[src/include/lsseq_regs.svh]
// timing constants of the led string start-up sequencer
`ifndef LSSEQ_REGS_SVH
`define LSSEQ_REGS_SVH

// ==========================================================
// clock and timebase
`define LSSEQ_CLK_MHZ        100
`define LSSEQ_TICK_US        1
`define LSSEQ_TICK_CYCLES    (`LSSEQ_CLK_MHZ * `LSSEQ_TICK_US)
`define LSSEQ_US_PER_MS      1000

// ==========================================================
// sequence intervals as printed
`define LSSEQ_T_DETECT_US    256
`define LSSEQ_T_SOFTSTART_MS 128
`define LSSEQ_T_BLANK_MS     256
`define LSSEQ_T_SHDN_MS      32

// ==========================================================
// interval counts in timebase ticks
`define LSSEQ_DETECT_TICKS   (`LSSEQ_T_DETECT_US / `LSSEQ_TICK_US)
`define LSSEQ_SS_TICKS       (`LSSEQ_T_SOFTSTART_MS * `LSSEQ_US_PER_MS / `LSSEQ_TICK_US)
`define LSSEQ_BLANK_TICKS    (`LSSEQ_T_BLANK_MS * `LSSEQ_US_PER_MS / `LSSEQ_TICK_US)
`define LSSEQ_SHDN_TICKS     (`LSSEQ_T_SHDN_MS * `LSSEQ_US_PER_MS / `LSSEQ_TICK_US)

// ==========================================================
// widths and reset values
`define LSSEQ_CNT_W          20
`define LSSEQ_CODE_W         8
`define LSSEQ_NCH            4
`define LSSEQ_RST_USED       4'h0

`endif

[src/include/lsseq_pkg.sv]
// types of the led string start-up sequencer
`include "lsseq_regs.svh"
package lsseq_pkg;
   typedef logic [`LSSEQ_CNT_W-1:0] lsseq_cnt_t;
   typedef logic [`LSSEQ_CODE_W-1:0] lsseq_code_t;
   typedef enum logic [2:0] {
      LSSEQ_SHUTDOWN,
      LSSEQ_DETECT,
      LSSEQ_SOFTSTART,
      LSSEQ_REGULATE
   } lsseq_state_e;
endpackage

[src/verilog/lsseq_timebase.sv]
// free-running microsecond tick divider
`include "lsseq_regs.svh"
module lsseq_timebase
   import lsseq_pkg::*;
#(
   parameter int TICK_CYCLES = `LSSEQ_TICK_CYCLES
) (
   input  wire logic sys_clk,
   input  wire logic sys_rst,
   output logic      tick
);
   typedef struct packed {
      logic [15:0] div;
      logic        tick;
   } lsseq_tb_s;

   lsseq_tb_s r;
   lsseq_tb_s next_r;

   // ==========================================================
   // divider
   always_comb begin
      next_r      = r;
      next_r.tick = 1'b0;
      if (r.div == 16'(TICK_CYCLES - 1)) begin
         next_r.div  = 16'h0000;
         next_r.tick = 1'b1;
      end else begin
         next_r.div = r.div + 16'h0001;
      end
   end

   always_ff @(posedge sys_clk) begin
      if (sys_rst) begin
         r <= '0;
      end else begin
         r <= next_r;
      end
   end

   assign tick = r.tick;
endmodule

[src/verilog/lsseq_top.sv]
// control sequencer of a four-channel led sink driver
// Operation
// - start only with enable high and supply good
// - detect channel use during 256 us window
// - sense below threshold means used, else unused
// - unused channels stay gated off after detection
// - soft-start holds feedback output at fixed high
// - then regulate against highest forward voltage string
// - open and short ignored until blanking expires
// - active open or short turns drivers off
// - short, open or overtemp pulls fault low
// - blanking time is 256 ms
// - full shutdown after enable low 32 ms
`include "lsseq_regs.svh"
module lsseq_top
   import lsseq_pkg::*;
#(
   parameter int TICK_CYCLES  = `LSSEQ_TICK_CYCLES,
   parameter int DETECT_TICKS = `LSSEQ_DETECT_TICKS,
   parameter int SS_TICKS     = `LSSEQ_SS_TICKS,
   parameter int BLANK_TICKS  = `LSSEQ_BLANK_TICKS,
   parameter int SHDN_TICKS   = `LSSEQ_SHDN_TICKS
) (
   input  wire logic                    sys_clk,
   input  wire logic                    sys_rst,
   input  wire logic                    en_pwm,
   input  wire logic                    supply_ok,
   input  wire logic [`LSSEQ_NCH-1:0]   cs_low,
   input  wire logic [`LSSEQ_NCH-1:0]   open_string_protection,
   input  wire logic [`LSSEQ_NCH-1:0]   shorted_string_protection,
   input  wire logic                    over_temp,
   input  wire lsseq_code_t [`LSSEQ_NCH-1:0] cathode_code,
   input  wire lsseq_code_t             headroom_setpoint,
   output logic [`LSSEQ_NCH-1:0]        gate_en,
   output logic [`LSSEQ_NCH-1:0]        chan_used,
   output logic                         feedback_force_high,
   output logic                         dynamic_headroom_regulation,
   output logic [1:0]                   ref_channel,
   output logic                         feedback_raise,
   output logic                         fault_out,
   output logic                         fault_oe,
   output logic                         active
);
   typedef struct packed {
      lsseq_state_e             st;
      logic [`LSSEQ_NCH-1:0]    used;
      lsseq_cnt_t               timer;
      lsseq_cnt_t               blank;
      lsseq_cnt_t               low_cnt;
      logic                     blank_done;
      logic [`LSSEQ_NCH-1:0]    gate;
      logic                     fb_force;
      logic                     fb_reg;
      logic [1:0]               ref_ch;
      logic                     fb_raise;
      logic                     fault_out;
      logic                     fault_oe;
      logic                     act;
   } lsseq_s;

   lsseq_s r;
   lsseq_s next_r;
   logic   tick;

   // ==========================================================
   // helpers
   function automatic logic lim_hit(input lsseq_cnt_t cnt, input int lim);
      lim_hit = (cnt >= lsseq_cnt_t'(lim - 1));
   endfunction

   // highest forward voltage string has the lowest cathode code
   function automatic logic [1:0] pick_ref(input logic [`LSSEQ_NCH-1:0] used,
                                           input lsseq_code_t [`LSSEQ_NCH-1:0] code);
      logic [1:0]  idx;
      lsseq_code_t best;
      logic        found;
      idx   = 2'h0;
      best  = '1;
      found = 1'b0;
      for (int i = 0; i < `LSSEQ_NCH; i++) begin
         if (used[i] && (!found || code[i] < best)) begin
            idx   = 2'(i);
            best  = code[i];
            found = 1'b1;
         end
      end
      pick_ref = idx;
   endfunction

   lsseq_timebase #(
      .TICK_CYCLES (TICK_CYCLES)
   ) u_timebase (
      .sys_clk (sys_clk),
      .sys_rst (sys_rst),
      .tick    (tick)
   );

   // ==========================================================
   // sequencer
   always_comb begin
      logic prot_hit;
      logic [1:0] sel;
      prot_hit = 1'b0;
      sel      = pick_ref(r.used, cathode_code);
      next_r   = r;
      if (r.st != LSSEQ_SHUTDOWN && tick) begin
         next_r.timer = r.timer + lsseq_cnt_t'(1);
         if (!r.blank_done) begin
            next_r.blank = r.blank + lsseq_cnt_t'(1);
            if (lim_hit(r.blank, BLANK_TICKS)) begin
               next_r.blank_done = 1'b1;
            end
         end
         // short low phases are dimming, a long one ends operation
         if (!en_pwm) begin
            next_r.low_cnt = r.low_cnt + lsseq_cnt_t'(1);
         end
      end
      if (en_pwm) begin
         next_r.low_cnt = '0;
      end
      if (r.st != LSSEQ_SHUTDOWN) begin
         if (r.blank_done && ((|(open_string_protection & r.used)) ||
                              (|(shorted_string_protection & r.used)))) begin
            prot_hit = 1'b1;
         end
         if (over_temp || prot_hit) begin
            next_r.fault_oe = 1'b1;
         end
      end
      case (r.st)
         LSSEQ_SHUTDOWN: begin
            if (en_pwm && supply_ok) begin
               next_r.st = LSSEQ_DETECT;
            end
         end
         LSSEQ_DETECT: begin
            if (tick && lim_hit(r.timer, DETECT_TICKS)) begin
               next_r.used     = cs_low;
               next_r.timer    = '0;
               next_r.st       = LSSEQ_SOFTSTART;
               next_r.fb_force = 1'b1;
            end
         end
         LSSEQ_SOFTSTART: begin
            if (tick && lim_hit(r.timer, SS_TICKS)) begin
               next_r.st       = LSSEQ_REGULATE;
               next_r.fb_force = 1'b0;
               next_r.fb_reg   = 1'b1;
            end
         end
         LSSEQ_REGULATE: begin
            next_r.ref_ch   = sel;
            next_r.fb_raise = (cathode_code[sel] < headroom_setpoint);
         end
         default: begin
            next_r.st = LSSEQ_SHUTDOWN;
         end
      endcase
      // drivers follow the dimming input; faults and unused channels keep them off
      if ((r.st == LSSEQ_SOFTSTART || r.st == LSSEQ_REGULATE) && !next_r.fault_oe) begin
         next_r.gate = en_pwm ? r.used : '0;
      end else begin
         next_r.gate = '0;
      end
      if (r.st != LSSEQ_SHUTDOWN && (!supply_ok ||
          (tick && !en_pwm && lim_hit(r.low_cnt, SHDN_TICKS)))) begin
         next_r = '0;
         next_r.st = LSSEQ_SHUTDOWN;
      end
      // registered copy of the state decode so the pin comes from a flop
      next_r.act = (next_r.st != LSSEQ_SHUTDOWN);
   end

   always_ff @(posedge sys_clk) begin
      if (sys_rst) begin
         r <= '0;
      end else begin
         r <= next_r;
      end
   end

   // ==========================================================
   // outputs
   assign gate_en                     = r.gate;
   assign chan_used                   = r.used;
   assign feedback_force_high         = r.fb_force;
   assign dynamic_headroom_regulation = r.fb_reg;
   assign ref_channel                 = r.ref_ch;
   assign feedback_raise              = r.fb_raise;
   assign fault_out                   = r.fault_out;
   assign fault_oe                    = r.fault_oe;
   assign active                      = r.act;
endmodule

[config.mk]
export PLATFORM = sky130hd
export DESIGN_NAME = lsseq_top
export DESIGN_NICKNAME = d
export VERILOG_FILES = /design/src/include/lsseq_pkg.sv /design/src/verilog/lsseq_timebase.sv /design/src/verilog/lsseq_top.sv
export VERILOG_INCLUDE_DIRS = /design/src /design/src/include
export SDC_FILE = /design/constraint.sdc
export NUM_CORES = 1
export LEC_CHECK = 0
export BUFFER_PORTS_ARGS = -buffer_cell sky130_fd_sc_hd__buf_2
export CAP_MARGIN = 0
export CORE_UTILIZATION = 58
export CTS_CLUSTER_DIAMETER = 150
export CTS_CLUSTER_SIZE = 25
export DETAILED_ROUTE_END_ITERATION = 6
export GPL_TIMING_DRIVEN = 0
export PLACE_DENSITY_LB_ADDON = 0.12
export SLEW_MARGIN = 20
export SYNTH_ARGS = -nofsm -noshare
export SYNTH_HDL_FRONTEND = slang
export SYNTH_SLANG_ARGS = --single-unit
export TNS_END_PERCENT = 10
[constraint.sdc]
create_clock -name sys_clk -period 9.7 [get_ports sys_clk]
set_input_delay 1.94 -clock sys_clk [delete_from_list [all_inputs] [get_ports sys_clk]]
set_output_delay 1.94 -clock sys_clk [all_outputs]
set_load 0.005 [all_outputs]
# --- Yosys cells after proc, flatten, opt, wreduce, memory -nomap -nowiden ---
# Cells that the tools add are included.
word_totals:
  ff_bits: 96
  input_bits: 57
  out_inout_bits: 16
  elab_cells: 114
op_classes:
  n_addsub: 4
  n_lt_le_gt_ge: 9
  n_eq_ne: 6
  mux: 35
  n_bitwise: 5
  reduce_logical: 40
ops:
  columns: ["cell", "n"]
  rows:
  - ["$mux W80", 1]
  - ["$mux W61", 1]
  - ["$add A20 B1 Y20 const B", 3]
  - ["$mux W20", 3]
  - ["$lt A8 B8 Y1", 4]
  - ["$mux W8", 4]
  - ["$mux W27", 1]
  - ["$mux W24", 1]
  - ["$ge A20 B15 Y1 const B", 1]
  - ["$ge A20 B17 Y1 const B", 1]
  - ["$ge A20 B18 Y1 const B", 1]
  - ["$ge A20 B8 Y1 const B", 1]
  - ["$add A16 B1 Y16 const B", 1]
  - ["$bmux W8 S2", 1]
  - ["$eq A16 B7 Y1 const B", 1]
  - ["$mux W1", 13]
  - ["$logic_and A1 B1 Y1", 12]
  - ["$pmux W3 S4", 1]
  - ["$reduce_or A4 Y1", 3]
  - ["$mux W3", 3]
  - ["$and A4 B4 Y4", 2]
  - ["$mux W4", 2]
  - ["$reduce_and A2 Y1", 4]
  - ["$logic_or A1 B1 Y1", 7]
  - ["other kinds (14)", 27]

# --- Longest topological paths before layout ---
# Gate-level depths: netlist of the first run.
depth:
  word_depth: 19
  depth_mapped: 36
  depth_no_buf: 32

# --- Hierarchy ---
# A second synthesis of the first run with hierarchy kept.
hier_totals:
  hier_cells: 655
  hier_area_um2: 5534.1
by_module_without_submodules:
  columns: ["mod", "instances", "cells_per_inst", "area_each_um2", "seq_area_each_um2"]
  rows:
  - ["lsseq_top", 1, 570, 4713.3, 1581.5]
  - ["lsseq_timebase", 1, 85, 820.8, 340.3]

# --- Least setup slack after synthesis of the first run ---
# OpenSTA, ideal clock, no wires.
synth_path:
  path_kind: "input to register"
  start: "input cathode_code[7] in the netlist's numbering"
  end: "register r (netlist bit feedback_raise)"
  setup_time_ns: 0.096
  arrival_ns: 8.332
  required_time_ns: 9.604
  setup_slack_ns: 1.272
  path_stages: 33
  path_buffers: 2
  path_cell_list: "nor2b_1 -> ha_1 -> and3_1 -> a221oi_2 -> o21ai_2 -> o21ai_1 -> buf_2 -> nor2_1 -> a21oi_1 -> ha_1 -> a211oi_1 -> nor2_1 -> nor3_1 -> a21o_1 -> a31oi_4 -> buf_4 -> mux2_2 -> ha_1 -> a211oi_1 -> nor2_1 -> nor3_1 -> o21ai_0 -> nand4_1 -> a211oi_1 -> nor2_4 -> mux2_2 -> ha_1 -> a21o_1 -> a21o_1 -> a2111oi_0 -> nor2b_1 -> a31oi_1 -> o41ai_2"
synth_between:
  elab_chain_cells: 16
  word_cells_on_any_way: 22
  classes_between: "order compare: 4; mux: 10; reduce/logical: 8"
synth_lines:
  columns: ["element", "line", "text"]
  rows:
  - ["from (decl)", "lsseq_top.sv:32", "input wire lsseq_code_t [`LSSEQ_NCH-1:0] cathode_code,"]
  - ["$mux W8", "lsseq_top.sv:81", "if (used[i] && (!found || code[i] < best)) begin"]
  - ["$lt A8 B8 Y1", "lsseq_top.sv:81", null]
  - ["$logic_or A1 B1 Y1", "lsseq_top.sv:81", null]
  - ["$logic_and A1 B1 Y1", "lsseq_top.sv:81", null]
  - ["$mux W8 or $mux W1 (tied branches)", "lsseq_top.sv:81", null]
  - ["$lt A8 B8 Y1 or $logic_not A1 Y1 (tied branches)", "lsseq_top.sv:81", null]
  - ["$logic_or A1 B1 Y1", "lsseq_top.sv:81", null]
  - ["$logic_and A1 B1 Y1", "lsseq_top.sv:81", null]
  - ["$mux W8 or $mux W1 (tied branches)", "lsseq_top.sv:81", null]
  - ["$lt A8 B8 Y1 or $logic_not A1 Y1 (tied branches)", "lsseq_top.sv:81", null]
  - ["$logic_or A1 B1 Y1", "lsseq_top.sv:81", null]
  - ["$logic_and A1 B1 Y1", "lsseq_top.sv:81", null]
  - ["$mux W2", "lsseq_top.sv:81", null]
  - ["$bmux W8 S2 (*)", "lsseq_top.sv:154", "next_r.fb_raise = (cathode_code[sel] < headroom_setpoint);"]
  - ["$mux W8 (implied by the code) (*)", "lsseq_top.sv:154", null]
  - ["$lt A8 B8 Y1 (*)", "lsseq_top.sv:154", null]
  - ["to (signal assigned)", "lsseq_top.sv:179", "r <= next_r;"]
  - ["to (decl)", "lsseq_top.sv:61", "lsseq_s r;"]
# Mark *: on every way between the ends. The rest lies on a longest branch, timed or not. The select of a mux whose other input is x is not followed.
# A chain may end at the register's enable or synchronous reset.

# --- Worst setup path in the final report of the first run ---
# Same ends and word-level chain as after synthesis.

==> summary.log, run 1 <==
INFO  outcome        run_status=complete, but fails checks
INFO  outcome        violations=design-rule violations
INFO  setup_path     reg2reg_setup_slack=1.28ns
INFO  die            chipWidth=98.5um
INFO  sta            slew_headroom=58.1%
INFO  power_and_ir_drop vdd_drop_max=0.0970mV
INFO  die            number_of_standard_cell_rows_in_the_floorplan=34
INFO  placement      gpl.final_weighted_congestion=0.945
INFO  drt            route.antenna.remaining_nets=0
INFO  setup_path     worst_r2r_endpoint=feedback_raise
INFO  global_routing antenna_found_initial=0
INFO  synth          synth_most_common_cell=sky130_fd_sc_hd__nor2_1
INFO  setup_path     critical_path.startpoint_type=input pin
INFO  worst_hold_path hold_class=reg -> reg
INFO  sta            achievable-frequency=110MHz
INFO  cts            clock_path_buffers=2
INFO  placement      placed_area=5890um^2
INFO  cts            h_tree_lvls=3
INFO  synth          synth_largest_area_cell=sky130_fd_sc_hd__dfxtp_1
INFO  drt            detail_route.iter0.violations=128
INFO  drt            via_per_inst=5.55
INFO  setup_path     cp_top_family=compound AO/OA/AOI/OAI gates
INFO  sta            hold_viol=0
INFO  cells_and_area layout_stage_area_growth_over_the_synthesis_result=12.8%
INFO  setup_path     critPathArrivalTime=9.40ns
INFO  setup_path     required_time_worst_endpoint=9.97ns
INFO  drt            detail_route.first_pass.iterations=6
INFO  drt            wl_per_cell=13.7um
INFO  worst_hold_path holdPathStages=1
INFO  synth          yosys-top-cells-area=sky130_fd_sc_hd__dfxtp_1, sky130_fd_sc_hd__nor2_1, sky130_fd_sc_hd__xor2_1
INFO  setup_path     setup.worst_path.class=in -> reg
INFO  drt            drc=11
INFO  cts            cts_tree=done
INFO  placement      dp_hpwl=8.89mm
INFO  synth          synth_cell_types=62
INFO  global_routing gr-max-usage-layer=met2
INFO  setup_path     crit_path_max_incr_delay=0.53ns
INFO  cts            ctsRootBufferMaster=sky130_fd_sc_hd__clkbuf_8
INFO  drt            drt-total-wl=11.4mm
INFO  power_and_ir_drop static-leakage-power=2.62nW
INFO  cells_and_area final-instance-count-excl-fill=831
INFO  synth          yosys_register_bits=96
INFO  sta            finClkSkew=0.0151ns
INFO  die            start_util=61.0%
INFO  setup_path     critical_path.n_buffers_inverters=3
INFO  synth          synth_edf_count=0
INFO  cts            postCtsSetupBuffers=0
INFO  sta            setup_failing_eps_final=0
INFO  cells_and_area antenna-diode-count=0
INFO  run            max_cap_violations=0
INFO  sta            rsz0062_at_grt=false
INFO  sta            hold_ws=0.457ns
INFO  cts            tritoncts_num_sinks=96
INFO  die            design.die.area=9700um^2
INFO  power_and_ir_drop power.density_cell_area=114nW/um^2
INFO  synth          yosysWarnings=0
INFO  worst_hold_path timing.hold.worst_endpoint=u_timebase.r[1]
INFO  synth          async_reset_ff_share=0%
INFO  global_routing largest_net_degree_at_the_start_of_global_routing=19
INFO  synth          netlist.area_leader.share=35.6%
INFO  cts            cts_made_buffers=9
INFO  global_routing first_global_vias=4463
INFO  sta            worst-slew-pin-transition=0.624ns
INFO  synth          synth_cells=635
INFO  synth          syn_area_per_cell=8.50um^2
INFO  cells_and_area fin_util=68.8%
INFO  global_routing globalRouteTotalUtil=25.1%
INFO  setup_path     timing.rr.start=chan_used[0]
INFO  worst_hold_path timing.hold.worst.start=u_timebase.r[1]
INFO  cts            clock_latency_late_sink=0.37ns
INFO  sta            layout_min_cycle_time=9.13ns
INFO  global_routing grt_use_met1=31.1%
INFO  global_routing congestion_overflow_gr=0
INFO  cts            clock_pin_transition_on_the_worst_setup_and_hold_timing_paths=0.10ns
INFO  sta            timing.setup.tns=0ns
INFO  global_routing groute.layer.met2.usage=44.0%
INFO  global_routing met3_usage=4.47%
INFO  cells_and_area finish.instance_area=6090um^2
INFO  synth          yosysSeqAreaShare=35.6%
INFO  sta            final_max_slew_viol_count=0
INFO  setup_path     timing.critical_path.mode_cell=sky130_fd_sc_hd__ha_1
INFO  setup_path     timing.reg2reg.worst_path_depth=33
INFO  sta            final.period_utilization=94.1%
INFO  placement      dp.cells=815
INFO  synth          yosys-top-cells-count=sky130_fd_sc_hd__nor2_1, sky130_fd_sc_hd__dfxtp_1, sky130_fd_sc_hd__xor2_1
INFO  cells_and_area drive_above_1_share=18.5%
INFO  setup_path     largest_fanout_on_the_critical_path=10
INFO  global_routing first_pass_grt_wire_length=19.7mm
INFO  placement      place.port_buffers=71
INFO  die            floorplan.die.height=98.5um
INFO  synth          syn_area=5400um^2
INFO  cells_and_area finish.net_count=805
INFO  die            top_ports=73
INFO  synth          synth_ff_type=sky130_fd_sc_hd__dfxtp_1
INFO  setup_path     setup.worst_path.end_class=flip-flop
INFO  setup_path     slowest_stage=sky130_fd_sc_hd__a2111oi_1
INFO  die            placeableCoreArea=8850um^2
INFO  drt            detailroute.via_count=4608
## power by group
group	internal, W	switching (W)
clock	0.0000984	0.000149
sequential	0.000396	0.00000150
combinational	0.0000214	0.0000270
## metrics by stage
stage,power (W),setup slack (ns)
floorplan,0.000432,1.27
global placement,0.000453,0.299
detailed placement,0.000454,0.122
CTS,0.000702,0.487
global route,0.000723,0.0815
finish,0.000692,0.569
## placed cells by master (no fill, tap or decap), types with 2 or more instances in the layout
cell and n:
sky130_fd_sc_hd__a211oi_1 6, sky130_fd_sc_hd__a21o_1 5, sky130_fd_sc_hd__a21oi_1 16, sky130_fd_sc_hd__a31oi_1 4
sky130_fd_sc_hd__a31oi_4 2, sky130_fd_sc_hd__and2_1 6, sky130_fd_sc_hd__and3_1 14, sky130_fd_sc_hd__and3b_1 2
sky130_fd_sc_hd__and4_1 4, sky130_fd_sc_hd__buf_1 2, sky130_fd_sc_hd__buf_2 74, sky130_fd_sc_hd__buf_4 13
sky130_fd_sc_hd__clkbuf_1 10, sky130_fd_sc_hd__clkbuf_8 9, sky130_fd_sc_hd__clkinv_4 2, sky130_fd_sc_hd__conb_1 2
sky130_fd_sc_hd__dfxtp_1 96, sky130_fd_sc_hd__ha_1 30, sky130_fd_sc_hd__inv_1 24, sky130_fd_sc_hd__mux2_2 16
sky130_fd_sc_hd__mux2i_1 18, sky130_fd_sc_hd__nand2_1 46, sky130_fd_sc_hd__nand2b_1 3, sky130_fd_sc_hd__nand3_1 33
sky130_fd_sc_hd__nand4_1 13, sky130_fd_sc_hd__nor2_1 120, sky130_fd_sc_hd__nor2b_1 10, sky130_fd_sc_hd__nor3_1 15
sky130_fd_sc_hd__nor4_1 5, sky130_fd_sc_hd__o2111ai_1 2, sky130_fd_sc_hd__o21ai_0 12, sky130_fd_sc_hd__o21bai_1 2
sky130_fd_sc_hd__or3_1 3, sky130_fd_sc_hd__or3b_2 2, sky130_fd_sc_hd__xnor2_1 19, sky130_fd_sc_hd__xor2_1 49
## final cells by class
type / count / area (um^2)
Clock inverter: 7 / 66.3
Sequential cell: 96 / 1920
Clock buffer: 9 / 124
Timing Repair Buffer: 71 / 355
Multi-Input combinational cell: 488 / 3240
Fill cell: 725 / 2760
Buffer: 28 / 158
Tap cell: 108 / 135
Inverter: 24 / 90.1
## sequential cells by signal, indices dropped and copies added, names as in the netlist, 2 cells and up
register,cells
gate_en,4
r,64
u_timebase.r,16
ref_channel,2
chan_used,4
## worst max path at each step
stage	from	end	slack [ns]	depth (start not counted)
after floorplan	cathode_code[7]	feedback_raise	1.27	33
after global placement	cathode_code[7]	feedback_raise	0.30	32
after detailed placement	cathode_code[7]	feedback_raise	0.12	32
after CTS	cathode_code[7]	feedback_raise	0.49	32
after global routing	cathode_code[7]	feedback_raise	0.08	32
final	cathode_code[7]	feedback_raise	0.57	32
## per-layer routing
layer	vias up	wire length [um]
met1	2182	5420
met3	14	400
met5	-	0
li1	2338	-
met2	74	5370
met4	0	167
## kinds of logic (layout without fill, tap and decap cells)
family / Yosys count / after routing / share of synthesized area, %
compound gates: 67 / 67 / 9.62
mux: 35 / 35 / 6.95
other cells: 1 / 2 / 0.0695
flops: 96 / 96 / 35.6
buf+inv: 52 / 139 / 4.59
simple gates: 285 / 285 / 25.0
xor+xnor: 68 / 68 / 11.0
fa+ha+maj: 31 / 31 / 7.16
## what timing repair did
action / CTS / global route
endpoints found under the setup margin: 0 / 1
hold buffers: 0 / 0
resized for setup: 0 / 2
No activity file was read; power rests on OpenSTA's default activity.
==> inputs of run 2 (changes only) <==
--- a/config.mk
+++ b/config.mk
@@ -14,6 +14,7 @@
 export DETAILED_ROUTE_END_ITERATION = 6
 export GPL_TIMING_DRIVEN = 0
 export PLACE_DENSITY_LB_ADDON = 0.12
+export REMOVE_ABC_BUFFERS = 1
 export SLEW_MARGIN = 20
 export SYNTH_ARGS = -nofsm -noshare
 export SYNTH_HDL_FRONTEND = slang
==> run 2 against run 1 <==
Compared with the run above: the flow still finishes with violations (design-rule violations); core utilization is 1.6 points lower; via count fell by 5.3%; worst hold slack improved by 0.011 ns; global-route usage down 1.9 points; design area fell by 2.3%; worst setup slack better by 0.28 ns; highest routed layer unchanged.
==> summary.log, run 2 (synthesis results as in run 1) <==
INFO  power_and_ir_drop power.density_cell_area=118nW/um^2 [was 114 nW/um^2]
INFO  sta            rsz0062_at_grt=false [unchanged]
INFO  placement      dp_hpwl=8.15mm [was 8.89 mm]
INFO  setup_path     critical_path.n_buffers_inverters=2 [was 3]
INFO  setup_path     reg2reg_setup_slack=1.69ns [was 1.28 ns]
INFO  global_routing antenna_found_initial=0 [unchanged]
INFO  drt            wl_per_cell=13.2um [was 13.7 um]
INFO  drt            via_per_inst=5.43 [was 5.55]
INFO  placement      gpl.final_weighted_congestion=0.839 [was 0.945]
INFO  global_routing first_pass_grt_wire_length=18.2mm [was 19.7 mm]
INFO  die            number_of_standard_cell_rows_in_the_floorplan=34 [unchanged]
INFO  die            design.die.area=9700um^2 [unchanged]
INFO  cells_and_area layout_stage_area_growth_over_the_synthesis_result=10.2% [was 12.8%]
INFO  setup_path     timing.reg2reg.worst_path_depth=31 [was 33]
INFO  drt            detail_route.iter0.violations=106 [was 128]
INFO  power_and_ir_drop vdd_drop_max=0.0988mV [was 0.0970 mV]
INFO  outcome        run_status=complete, but fails checks [unchanged]
INFO  setup_path     timing.rr.start=chan_used[0] [unchanged]
INFO  die            placeableCoreArea=8850um^2 [unchanged]
INFO  outcome        violations=design-rule violations [unchanged]
INFO  drt            route.antenna.remaining_nets=0 [unchanged]
INFO  sta            final_max_slew_viol_count=0 [unchanged]
INFO  global_routing globalRouteTotalUtil=23.2% [was 25.1%]
INFO  setup_path     largest_fanout_on_the_critical_path=19 [was 10]
INFO  cells_and_area largest_register_ff_count=64 [unchanged]
INFO  cells_and_area finish.net_count=778 [was 805]
INFO  setup_path     worst_r2r_endpoint=feedback_raise [unchanged]
INFO  worst_hold_path hold_class=reg -> reg [unchanged]
INFO  die            chipWidth=98.5um [unchanged]
INFO  cells_and_area largest_register_by_flop_count=r [unchanged]
INFO  sta            setup_slack_after_layout=0.847ns [was 0.569 ns]
INFO  cts            clock_path_buffers=2 [unchanged]
INFO  sta            setup_failing_eps_final=0 [unchanged]
INFO  cells_and_area antenna-diode-count=0 [unchanged]
INFO  cts            ctsRootBufferMaster=sky130_fd_sc_hd__clkbuf_8 [unchanged]
INFO  cts            clock_latency_late_sink=0.36ns [was 0.37 ns]
INFO  setup_path     timing.critical_path.mode_cell=sky130_fd_sc_hd__ha_1 [unchanged]
INFO  cts            h_tree_lvls=3 [unchanged]
INFO  setup_path     setup.worst_path.end_class=flip-flop [unchanged]
INFO  placement      post-place-ws=0.486ns [was 0.122 ns]
INFO  cells_and_area layout.area.seq=1920um^2 [unchanged]
INFO  cts            cts_hold_buffers=0 [unchanged]
INFO  worst_hold_path timing.hold.worst_endpoint=u_timebase.r[1] [unchanged]
INFO  cells_and_area fillerInstances=740 [was 725]
INFO  cells_and_area multi_input_area=3240um^2 [about the same]
INFO  sta            finClkSkew=0.0121ns [was 0.0151 ns]
INFO  setup_path     setup.worst_path.class=in -> reg [unchanged]
INFO  setup_path     critical_path.startpoint_type=input pin [unchanged]
INFO  sta            layout_min_cycle_time=8.85ns [was 9.13 ns]
INFO  sta            hold_viol=0 [unchanged]
INFO  worst_hold_path holdPathStages=1 [unchanged]
INFO  run            max_cap_violations=0 [unchanged]
INFO  drt            detailroute.via_count=4365 [was 4608]
INFO  power_and_ir_drop static-leakage-power=2.53nW [was 2.62 nW]
INFO  sta            worst-slew-pin-transition=0.720ns [was 0.624 ns]
INFO  cts            cts_made_buffers=9 [unchanged]
INFO  cells_and_area drive_above_1_share=17.2% [was 18.5%]
INFO  placement      place.port_buffers=71 [unchanged]
INFO  cells_and_area fin_util=67.2% [was 68.8%]
INFO  setup_path     cp_top_family=compound AO/OA/AOI/OAI gates [unchanged]
INFO  die            floorplan.die.height=98.5um [unchanged]
INFO  cts            cts_resized=0 [unchanged]
INFO  cts            tritoncts_num_sinks=96 [unchanged]
INFO  setup_path     crit_path_max_incr_delay=0.62ns [was 0.53 ns]
INFO  sta            achievable-frequency=113MHz [was 110 MHz]
INFO  drt            drc=11 [unchanged]
INFO  die            start_util=61.0% [unchanged]
INFO  power_and_ir_drop power=0.000702W [was 0.000692 W]
INFO  cts            postCtsSetupBuffers=0 [unchanged]
INFO  cts            clock_pin_transition_on_the_worst_setup_and_hold_timing_paths=0.10ns [about the same]
INFO  cells_and_area final-instance-count-excl-fill=804 [was 831]
INFO  cts            cts_tree=done [unchanged]
INFO  placement      dp.cells=788 [was 815]
INFO  global_routing first_global_vias=4135 [was 4463]
INFO  cells_and_area largest_regs=r: 64 flops, u_timebase.r: 16 flops [unchanged]
INFO  global_routing largest_net_degree_at_the_start_of_global_routing=40 [was 19]
INFO  cells_and_area commonest_non_fill_non_tap_cells_in_the_layout=sky130_fd_sc_hd__nor2_1, sky130_fd_sc_hd__dfxtp_1, sky130_fd_sc_hd__buf_2, sky130_fd_sc_hd__xor2_1, sky130_fd_sc_hd__nand2_1 [unchanged]
INFO  setup_path     required_time_worst_endpoint=9.96ns [was 9.97 ns]
INFO  drt            drt-total-wl=10.6mm [was 11.4 mm]
INFO  sta            slew_headroom=52.0% [was 58.1%]
INFO  die            top_ports=73 [unchanged]
INFO  drt            detail_route.first_pass.iterations=7 [was 6]
INFO  sta            final.period_utilization=91.3% [was 94.1%]
INFO  setup_path     slowest_stage=sky130_fd_sc_hd__a2111oi_0 [was sky130_fd_sc_hd__a2111oi_1]
INFO  global_routing congestion_overflow_gr=0 [unchanged]
INFO  worst_hold_path timing.hold.worst.start=u_timebase.r[1] [unchanged]
INFO  setup_path     critPathArrivalTime=9.12ns [was 9.40 ns]
INFO  cells_and_area layout.cells.most_common=sky130_fd_sc_hd__nor2_1 [unchanged]
[run 2: per-layer routing]
metal,wire (um),vias to the layer above,track usage (%)
met3,380,2,4.75
met4,37,0,4.48
met5,0,-,0
met1,5280,2019,30.6
met2,4940,70,39.7
li1,-,2274,-
[run 2: where the power goes]
part | switching (W) | total, W | internal, W | leakage, nW
logic | 0.0000258 | 0.0000459 | 0.0000200 | 1.66
clock network | 0.000152 | 0.000258 | 0.000107 | 0.0982
registers | 0.00000181 | 0.000397 | 0.000396 | 0.774
total | 0.000179 | 0.000702 | 0.000522 | 2.53
[run 2: per-stage QoR]
stage	hold slack, ns	setup TNS [ns]	area (um^2)
floorplan	0.418	0	5240
global placement	0.428	-0.00631	5730
detailed placement	0.452	0	5750
CTS	0.473	0	5950
global route	0.485	0	5950
finish	0.468	0	5950
[run 2: area by class of cell]
| cell class | count | share of cell area, % |
|---|---|---|
| clock buffers | 10 | 2.31 |
| clock inverters | 6 | 1.03 |
| inverters | 24 | 1.51 |
| multi-input cells | 488 | 54.4 |
| flip-flops and latches | 96 | 32.3 |
| well taps | 108 | 2.27 |
| repair buffers | 72 | 6.16 |
[run 2: worst max path at each step]
| stage | from | endpoint | slack (ns) | cells past startpoint |
|---|---|---|---|---|
| 5_1_grt | cathode_code[7] | feedback_raise | 0.32 | 31 |
| 2_1_floorplan | cathode_code[7] | feedback_raise | 1.08 | 31 |
| 3_5_place_dp | cathode_code[7] | feedback_raise | 0.49 | 32 |
| 3_3_place_gp | cathode_code[7] | feedback_raise | -0.006 | 31 |
| 4_1_cts | cathode_code[7] | feedback_raise | 0.87 | 32 |
| 6_report | cathode_code[7] | feedback_raise | 0.85 | 32 |
==> inputs of run 3 (changes only) <==
--- a/config.mk
+++ b/config.mk
@@ -6,6 +6,7 @@
 export SDC_FILE = /design/constraint.sdc
 export NUM_CORES = 1
 export LEC_CHECK = 0
+export ABC_AREA = 0
 export BUFFER_PORTS_ARGS = -buffer_cell sky130_fd_sc_hd__buf_2
 export CAP_MARGIN = 0
 export CORE_UTILIZATION = 58
@@ -18,5 +19,6 @@
 export SLEW_MARGIN = 20
 export SYNTH_ARGS = -nofsm -noshare
 export SYNTH_HDL_FRONTEND = slang
+export SYNTH_HIERARCHICAL = 1
 export SYNTH_SLANG_ARGS = --single-unit
 export TNS_END_PERCENT = 10
==> run 3 against run 2 <==
Compared with the run above: the run now ends clean; clock power down 5%; cell count up 4.5%; sequential power about the same; largest cell class unchanged; sequential cell count unchanged; count of clock-buffer cells in the layout up 3.
==> summary.log, run 3 <==
INFO  setup_path     worst_r2r_endpoint=feedback_raise [unchanged]
INFO  cts            cts_tree=done [unchanged]
INFO  drt            detail_route.first_pass.iterations=4 [was 7]
INFO  cells_and_area drive_above_1_share=16.6% [was 17.2%]
INFO  sta            setup_failing_eps_final=0 [unchanged]
INFO  drt            drc=0 [was 11]
INFO  cells_and_area largest_regs=r: 64 flops, u_timebase/r: 16 flops [was r: 64 flops, u_timebase.r: 16 flops]
INFO  sta            layout_min_cycle_time=9.02ns [was 8.85 ns]
INFO  synth          yosysWarnings=6 [was 0]
INFO  drt            via_per_inst=5.48 [was 5.43]
INFO  cells_and_area antenna-diode-count=0 [unchanged]
INFO  synth          yosys_register_bits=96 [unchanged]
INFO  setup_path     critPathArrivalTime=9.31ns [was 9.12 ns]
INFO  worst_hold_path holdPathStages=2 [was 1]
INFO  synth          synth_most_common_cell=sky130_fd_sc_hd__nor2_1 [unchanged]
INFO  outcome        run_status=completed [was complete, but fails checks]
INFO  drt            met3WireLength=471um [was 380 um]
INFO  synth          synth_ff_type=sky130_fd_sc_hd__dfxtp_1 [unchanged]
INFO  setup_path     largest_fanout_on_the_critical_path=25 [was 19]
INFO  setup_path     critical_path.startpoint_type=input pin [unchanged]
INFO  global_routing largest_net_degree_at_the_start_of_global_routing=40 [unchanged]
INFO  global_routing antenna_found_initial=0 [unchanged]
INFO  setup_path     crit_path_max_incr_delay=0.59ns [was 0.62 ns]
INFO  die            top_ports=73 [unchanged]
INFO  cts            tritoncts_num_sinks=96 [unchanged]
INFO  synth          syn_area=5530um^2 [was 5400 um^2]
INFO  setup_path     setup.worst_path.end_class=flip-flop [unchanged]
INFO  drt            drt-total-wl=11.1mm [was 10.6 mm]
INFO  cells_and_area largest_register_ff_count=64 [unchanged]
INFO  cells_and_area layout_stage_area_growth_over_the_synthesis_result=9.31% [was 10.2%]
INFO  setup_path     setup.worst_path.class=in -> reg [unchanged]
INFO  synth          synth-adder-area-share=7.21% [was 7.16%]
INFO  sta            rsz0062_at_grt=false [unchanged]
INFO  synth          yosysSeqAreaShare=34.7% [was 35.6%]
INFO  global_routing first_global_vias=4420 [was 4135]
INFO  worst_hold_path hold_class=reg -> reg [unchanged]
INFO  setup_path     timing.reg2reg.worst_path_depth=30 [was 31]
INFO  setup_path     required_time_worst_endpoint=9.98ns [was 9.96 ns]
INFO  worst_hold_path timing.hold.worst_endpoint=dynamic_headroom_regulation [was u_timebase.r[1]]
INFO  power_and_ir_drop power.density_cell_area=114nW/um^2 [was 118 nW/um^2]
INFO  synth          mux_share_of_post_synthesis_cell_area=3.41% [was 6.95%]
INFO  global_routing globalRouteTotalUtil=23.3% [was 23.2%]
INFO  cts            ctsRootBufferMaster=sky130_fd_sc_hd__clkbuf_8 [unchanged]
INFO  drt            detailroute.via_count=4601 [was 4365]
INFO  sta            timing.setup.tns=0ns [unchanged]
INFO  die            placeableCoreArea=9240um^2 [was 8850 um^2]
INFO  synth          area_fraction_in_compound_gates_after_synthesis=11.9% [was 9.62%]
INFO  cells_and_area finish.net_count=794 [was 778]
INFO  synth          synth_edf_count=0 [unchanged]
INFO  cts            postCtsSetupBuffers=0 [unchanged]
INFO  die            start_util=59.9% [was 61.0%]
INFO  synth          async_reset_ff_share=0% [unchanged]
INFO  power_and_ir_drop vdd_drop_max=0.0580mV [was 0.0988 mV]
INFO  cts            clock_path_buffers=2 [unchanged]
INFO  global_routing first_pass_grt_wire_length=18.9mm [was 18.2 mm]
INFO  sta            worst-slew-pin-transition=0.943ns [was 0.720 ns]
INFO  cts            cts_resized=0 [unchanged]
INFO  drt            top_layer=met4 [unchanged]
INFO  synth          netlist.area_leader.share=34.7% [was 35.6%]
INFO  die            design.die.area=9940um^2 [was 9700 um^2]
INFO  setup_path     timing.rr.start=chan_used[0] [unchanged]
INFO  drt            detail_route.iter0.violations=161 [was 106]
INFO  cells_and_area final-instance-count-excl-fill=840 [was 804]
INFO  drt            route.antenna.remaining_nets=0 [unchanged]
INFO  synth          synth_largest_area_cell=sky130_fd_sc_hd__dfxtp_1 [unchanged]
INFO  cts            clock_latency_late_sink=0.36ns [about the same]
INFO  placement      gpl.final_weighted_congestion=0.803 [was 0.839]
INFO  sta            hold_viol=0 [unchanged]
INFO  synth          yosys-top-cells-count=sky130_fd_sc_hd__nor2_1, sky130_fd_sc_hd__dfxtp_1, sky130_fd_sc_hd__nand2_1 [was sky130_fd_sc_hd__nor2_1, sky130_fd_sc_hd__dfxtp_1, sky130_fd_sc_hd__xor2_1]
INFO  drt            wl_per_cell=13.2um [about the same]
INFO  synth          synth-xor-area-share=10.4% [was 11.0%]
INFO  cells_and_area commonest_non_fill_non_tap_cells_in_the_layout=sky130_fd_sc_hd__nor2_1, sky130_fd_sc_hd__dfxtp_1, sky130_fd_sc_hd__buf_2, sky130_fd_sc_hd__nand2_1, sky130_fd_sc_hd__xor2_1 [was sky130_fd_sc_hd__nor2_1, sky130_fd_sc_hd__dfxtp_1, sky130_fd_sc_hd__buf_2, sky130_fd_sc_hd__xor2_1, sky130_fd_sc_hd__nand2_1]
INFO  placement      dp_hpwl=8.34mm [was 8.15 mm]
INFO  cts            h_tree_lvls=3 [unchanged]
INFO  setup_path     launch_point_of_the_worst_path=cathode_code[6] [was cathode_code[7]]
INFO  die            chipWidth=99.7um [was 98.5 um]
INFO  run            max_cap_violations=0 [unchanged]
INFO  drt            wl_met2=5.29mm [was 4.94 mm]
INFO  cts            cts_made_buffers=9 [unchanged]
INFO  synth          fraction_of_the_mapped_netlist_area_in_simple_logic_gates=27.1% [was 25.0%]
INFO  sta            final.period_utilization=93.0% [was 91.3%]
INFO  cts            cts_hold_buffers=0 [unchanged]
INFO  cells_and_area layout.cells.most_common=sky130_fd_sc_hd__nor2_1 [unchanged]
INFO  global_routing congestion_overflow_gr=0 [unchanged]
INFO  placement      dp.cells=823 [was 788]
INFO  cts            clock_pin_transition_on_the_worst_setup_and_hold_timing_paths=0.09ns [was 0.10 ns]
INFO  sta            finClkSkew=0.00949ns [was 0.0121 ns]
INFO  synth          syn_area_per_cell=8.45um^2 [was 8.50 um^2]
INFO  die            number_of_standard_cell_rows_in_the_floorplan=35 [was 34]
INFO  synth          synth_cell_types=65 [was 62]
INFO  die            floorplan.die.height=99.7um [was 98.5 um]
INFO  sta            final_max_slew_viol_count=0 [unchanged]
INFO  synth          largest_family_of_logic_cells_by_synthesized_area=simple AND/OR/NAND/NOR gates [unchanged]
INFO  setup_path     slowest_stage=sky130_fd_sc_hd__o21ai_4 [was sky130_fd_sc_hd__a2111oi_0]
INFO  drt            met1_length=5.12mm [was 5.28 mm]
INFO  worst_hold_path timing.hold.worst.start=dynamic_headroom_regulation [was u_timebase.r[1]]
INFO  setup_path     reg2reg_setup_slack=1.62ns [was 1.69 ns]
INFO  synth          synth_cells=655 [was 635]
INFO  sta            achievable-frequency=111MHz [was 113 MHz]
INFO  synth          yosys-top-cells-area=sky130_fd_sc_hd__dfxtp_1, sky130_fd_sc_hd__nor2_1, sky130_fd_sc_hd__ha_1 [was sky130_fd_sc_hd__dfxtp_1, sky130_fd_sc_hd__nor2_1, sky130_fd_sc_hd__xor2_1]
INFO  sta            slew_headroom=36.8% [was 52.0%]
INFO  placement      place.port_buffers=71 [unchanged]
INFO  power_and_ir_drop static-leakage-power=2.44nW [was 2.53 nW]
INFO  cells_and_area largest_register_by_flop_count=r [unchanged]
INFO  setup_path     timing.critical_path.mode_cell=sky130_fd_sc_hd__ha_1 [unchanged]
run 3: cell count changes after synthesis, moves of 8 or more:
cell	delta
sky130_fd_sc_hd__a21oi_1	+13
sky130_fd_sc_hd__xnor2_1	+13
sky130_fd_sc_hd__nand4_1	+8
sky130_fd_sc_hd__xor2_1	-15
sky130_fd_sc_hd__mux2_2	-9
sky130_fd_sc_hd__nand3_1	-13
sky130_fd_sc_hd__nor2_1	-9
run 3: kinds of logic (layout without fill, tap and decap cells):
family,count (synthesis),in the layout
flip-flops,96,96
AO/OA/AOI/OAI,94,95
adder cells (fa/ha/maj),32,32
buffers and inverters,54,108
XOR/XNOR,66,66
multiplexers,18,18
AND/OR/NAND/NOR,294,294
other,1,2
run 3: per-layer routing:
| layer | track usage (%) | vias up |
|---|---|---|
| li1 | - | 2375 |
| met1 | 28.4 | 2121 |
| met2 | 40.0 | 89 |
| met3 | 5.90 | 16 |
| met4 | 7.92 | 0 |
| met5 | 0 | - |
run 3: worst max-delay path, delay by kind of cell:
kind,cells,cell delay [ns]
buffers and inverters,1,0.11
AO/OA/AOI/OAI,17,4.11
AND/OR/NAND/NOR,8,1.60
adder cells (fa/ha/maj),4,1.17
multiplexers,1,0.40
run 3: layout make-up:
| class | count | area [um^2] |
|---|---|---|
| clock buffer | 13 | 159 |
| clock inverter | 3 | 26.3 |
| fill | 797 | 3190 |
| inverter | 21 | 78.8 |
| multi-input combinational | 507 | 3350 |
| sequential | 96 | 1920 |
| tap | 129 | 161 |
| timing repair buffer | 71 | 355 |
run 3: worst max path at each step:
| stage | to | slack (ns) | cells past startpoint |
|---|---|---|---|
| after floorplan | feedback_raise | 1.10 | 30 |
| after global placement | feedback_raise | 0.33 | 31 |
| after detailed placement | feedback_raise | 0.12 | 31 |
| after CTS | feedback_raise | 0.48 | 31 |
| after global routing | feedback_raise | 0.03 | 31 |
| final | feedback_raise | 0.68 | 31 |
run 3: where the power goes:
part           total (W)  leakage, nW  internal (W)  switching [W]
Clock           0.000244       0.0938      0.000109       0.000135
Combinational  0.0000459         1.57     0.0000197      0.0000262
Sequential      0.000398        0.774      0.000395     0.00000271
run 3: through the flow:
| step | setup slack [ns] | total power, W | area, um^2 | hold WS [ns] | util (%) |
|---|---|---|---|---|---|
| global route | 0.0311 | 0.000721 | 6050 | 0.507 | 65.5 |
| CTS | 0.477 | 0.000695 | 6040 | 0.475 | 65.3 |
| floorplan | 1.10 | 0.000431 | 5330 | 0.437 | - |
| global placement | 0.327 | 0.000451 | 5850 | 0.450 | 63.3 |
| detailed placement | 0.115 | 0.000453 | 5850 | 0.460 | 63.3 |
| finish | 0.676 | 0.000688 | 6050 | 0.478 | 65.5 |
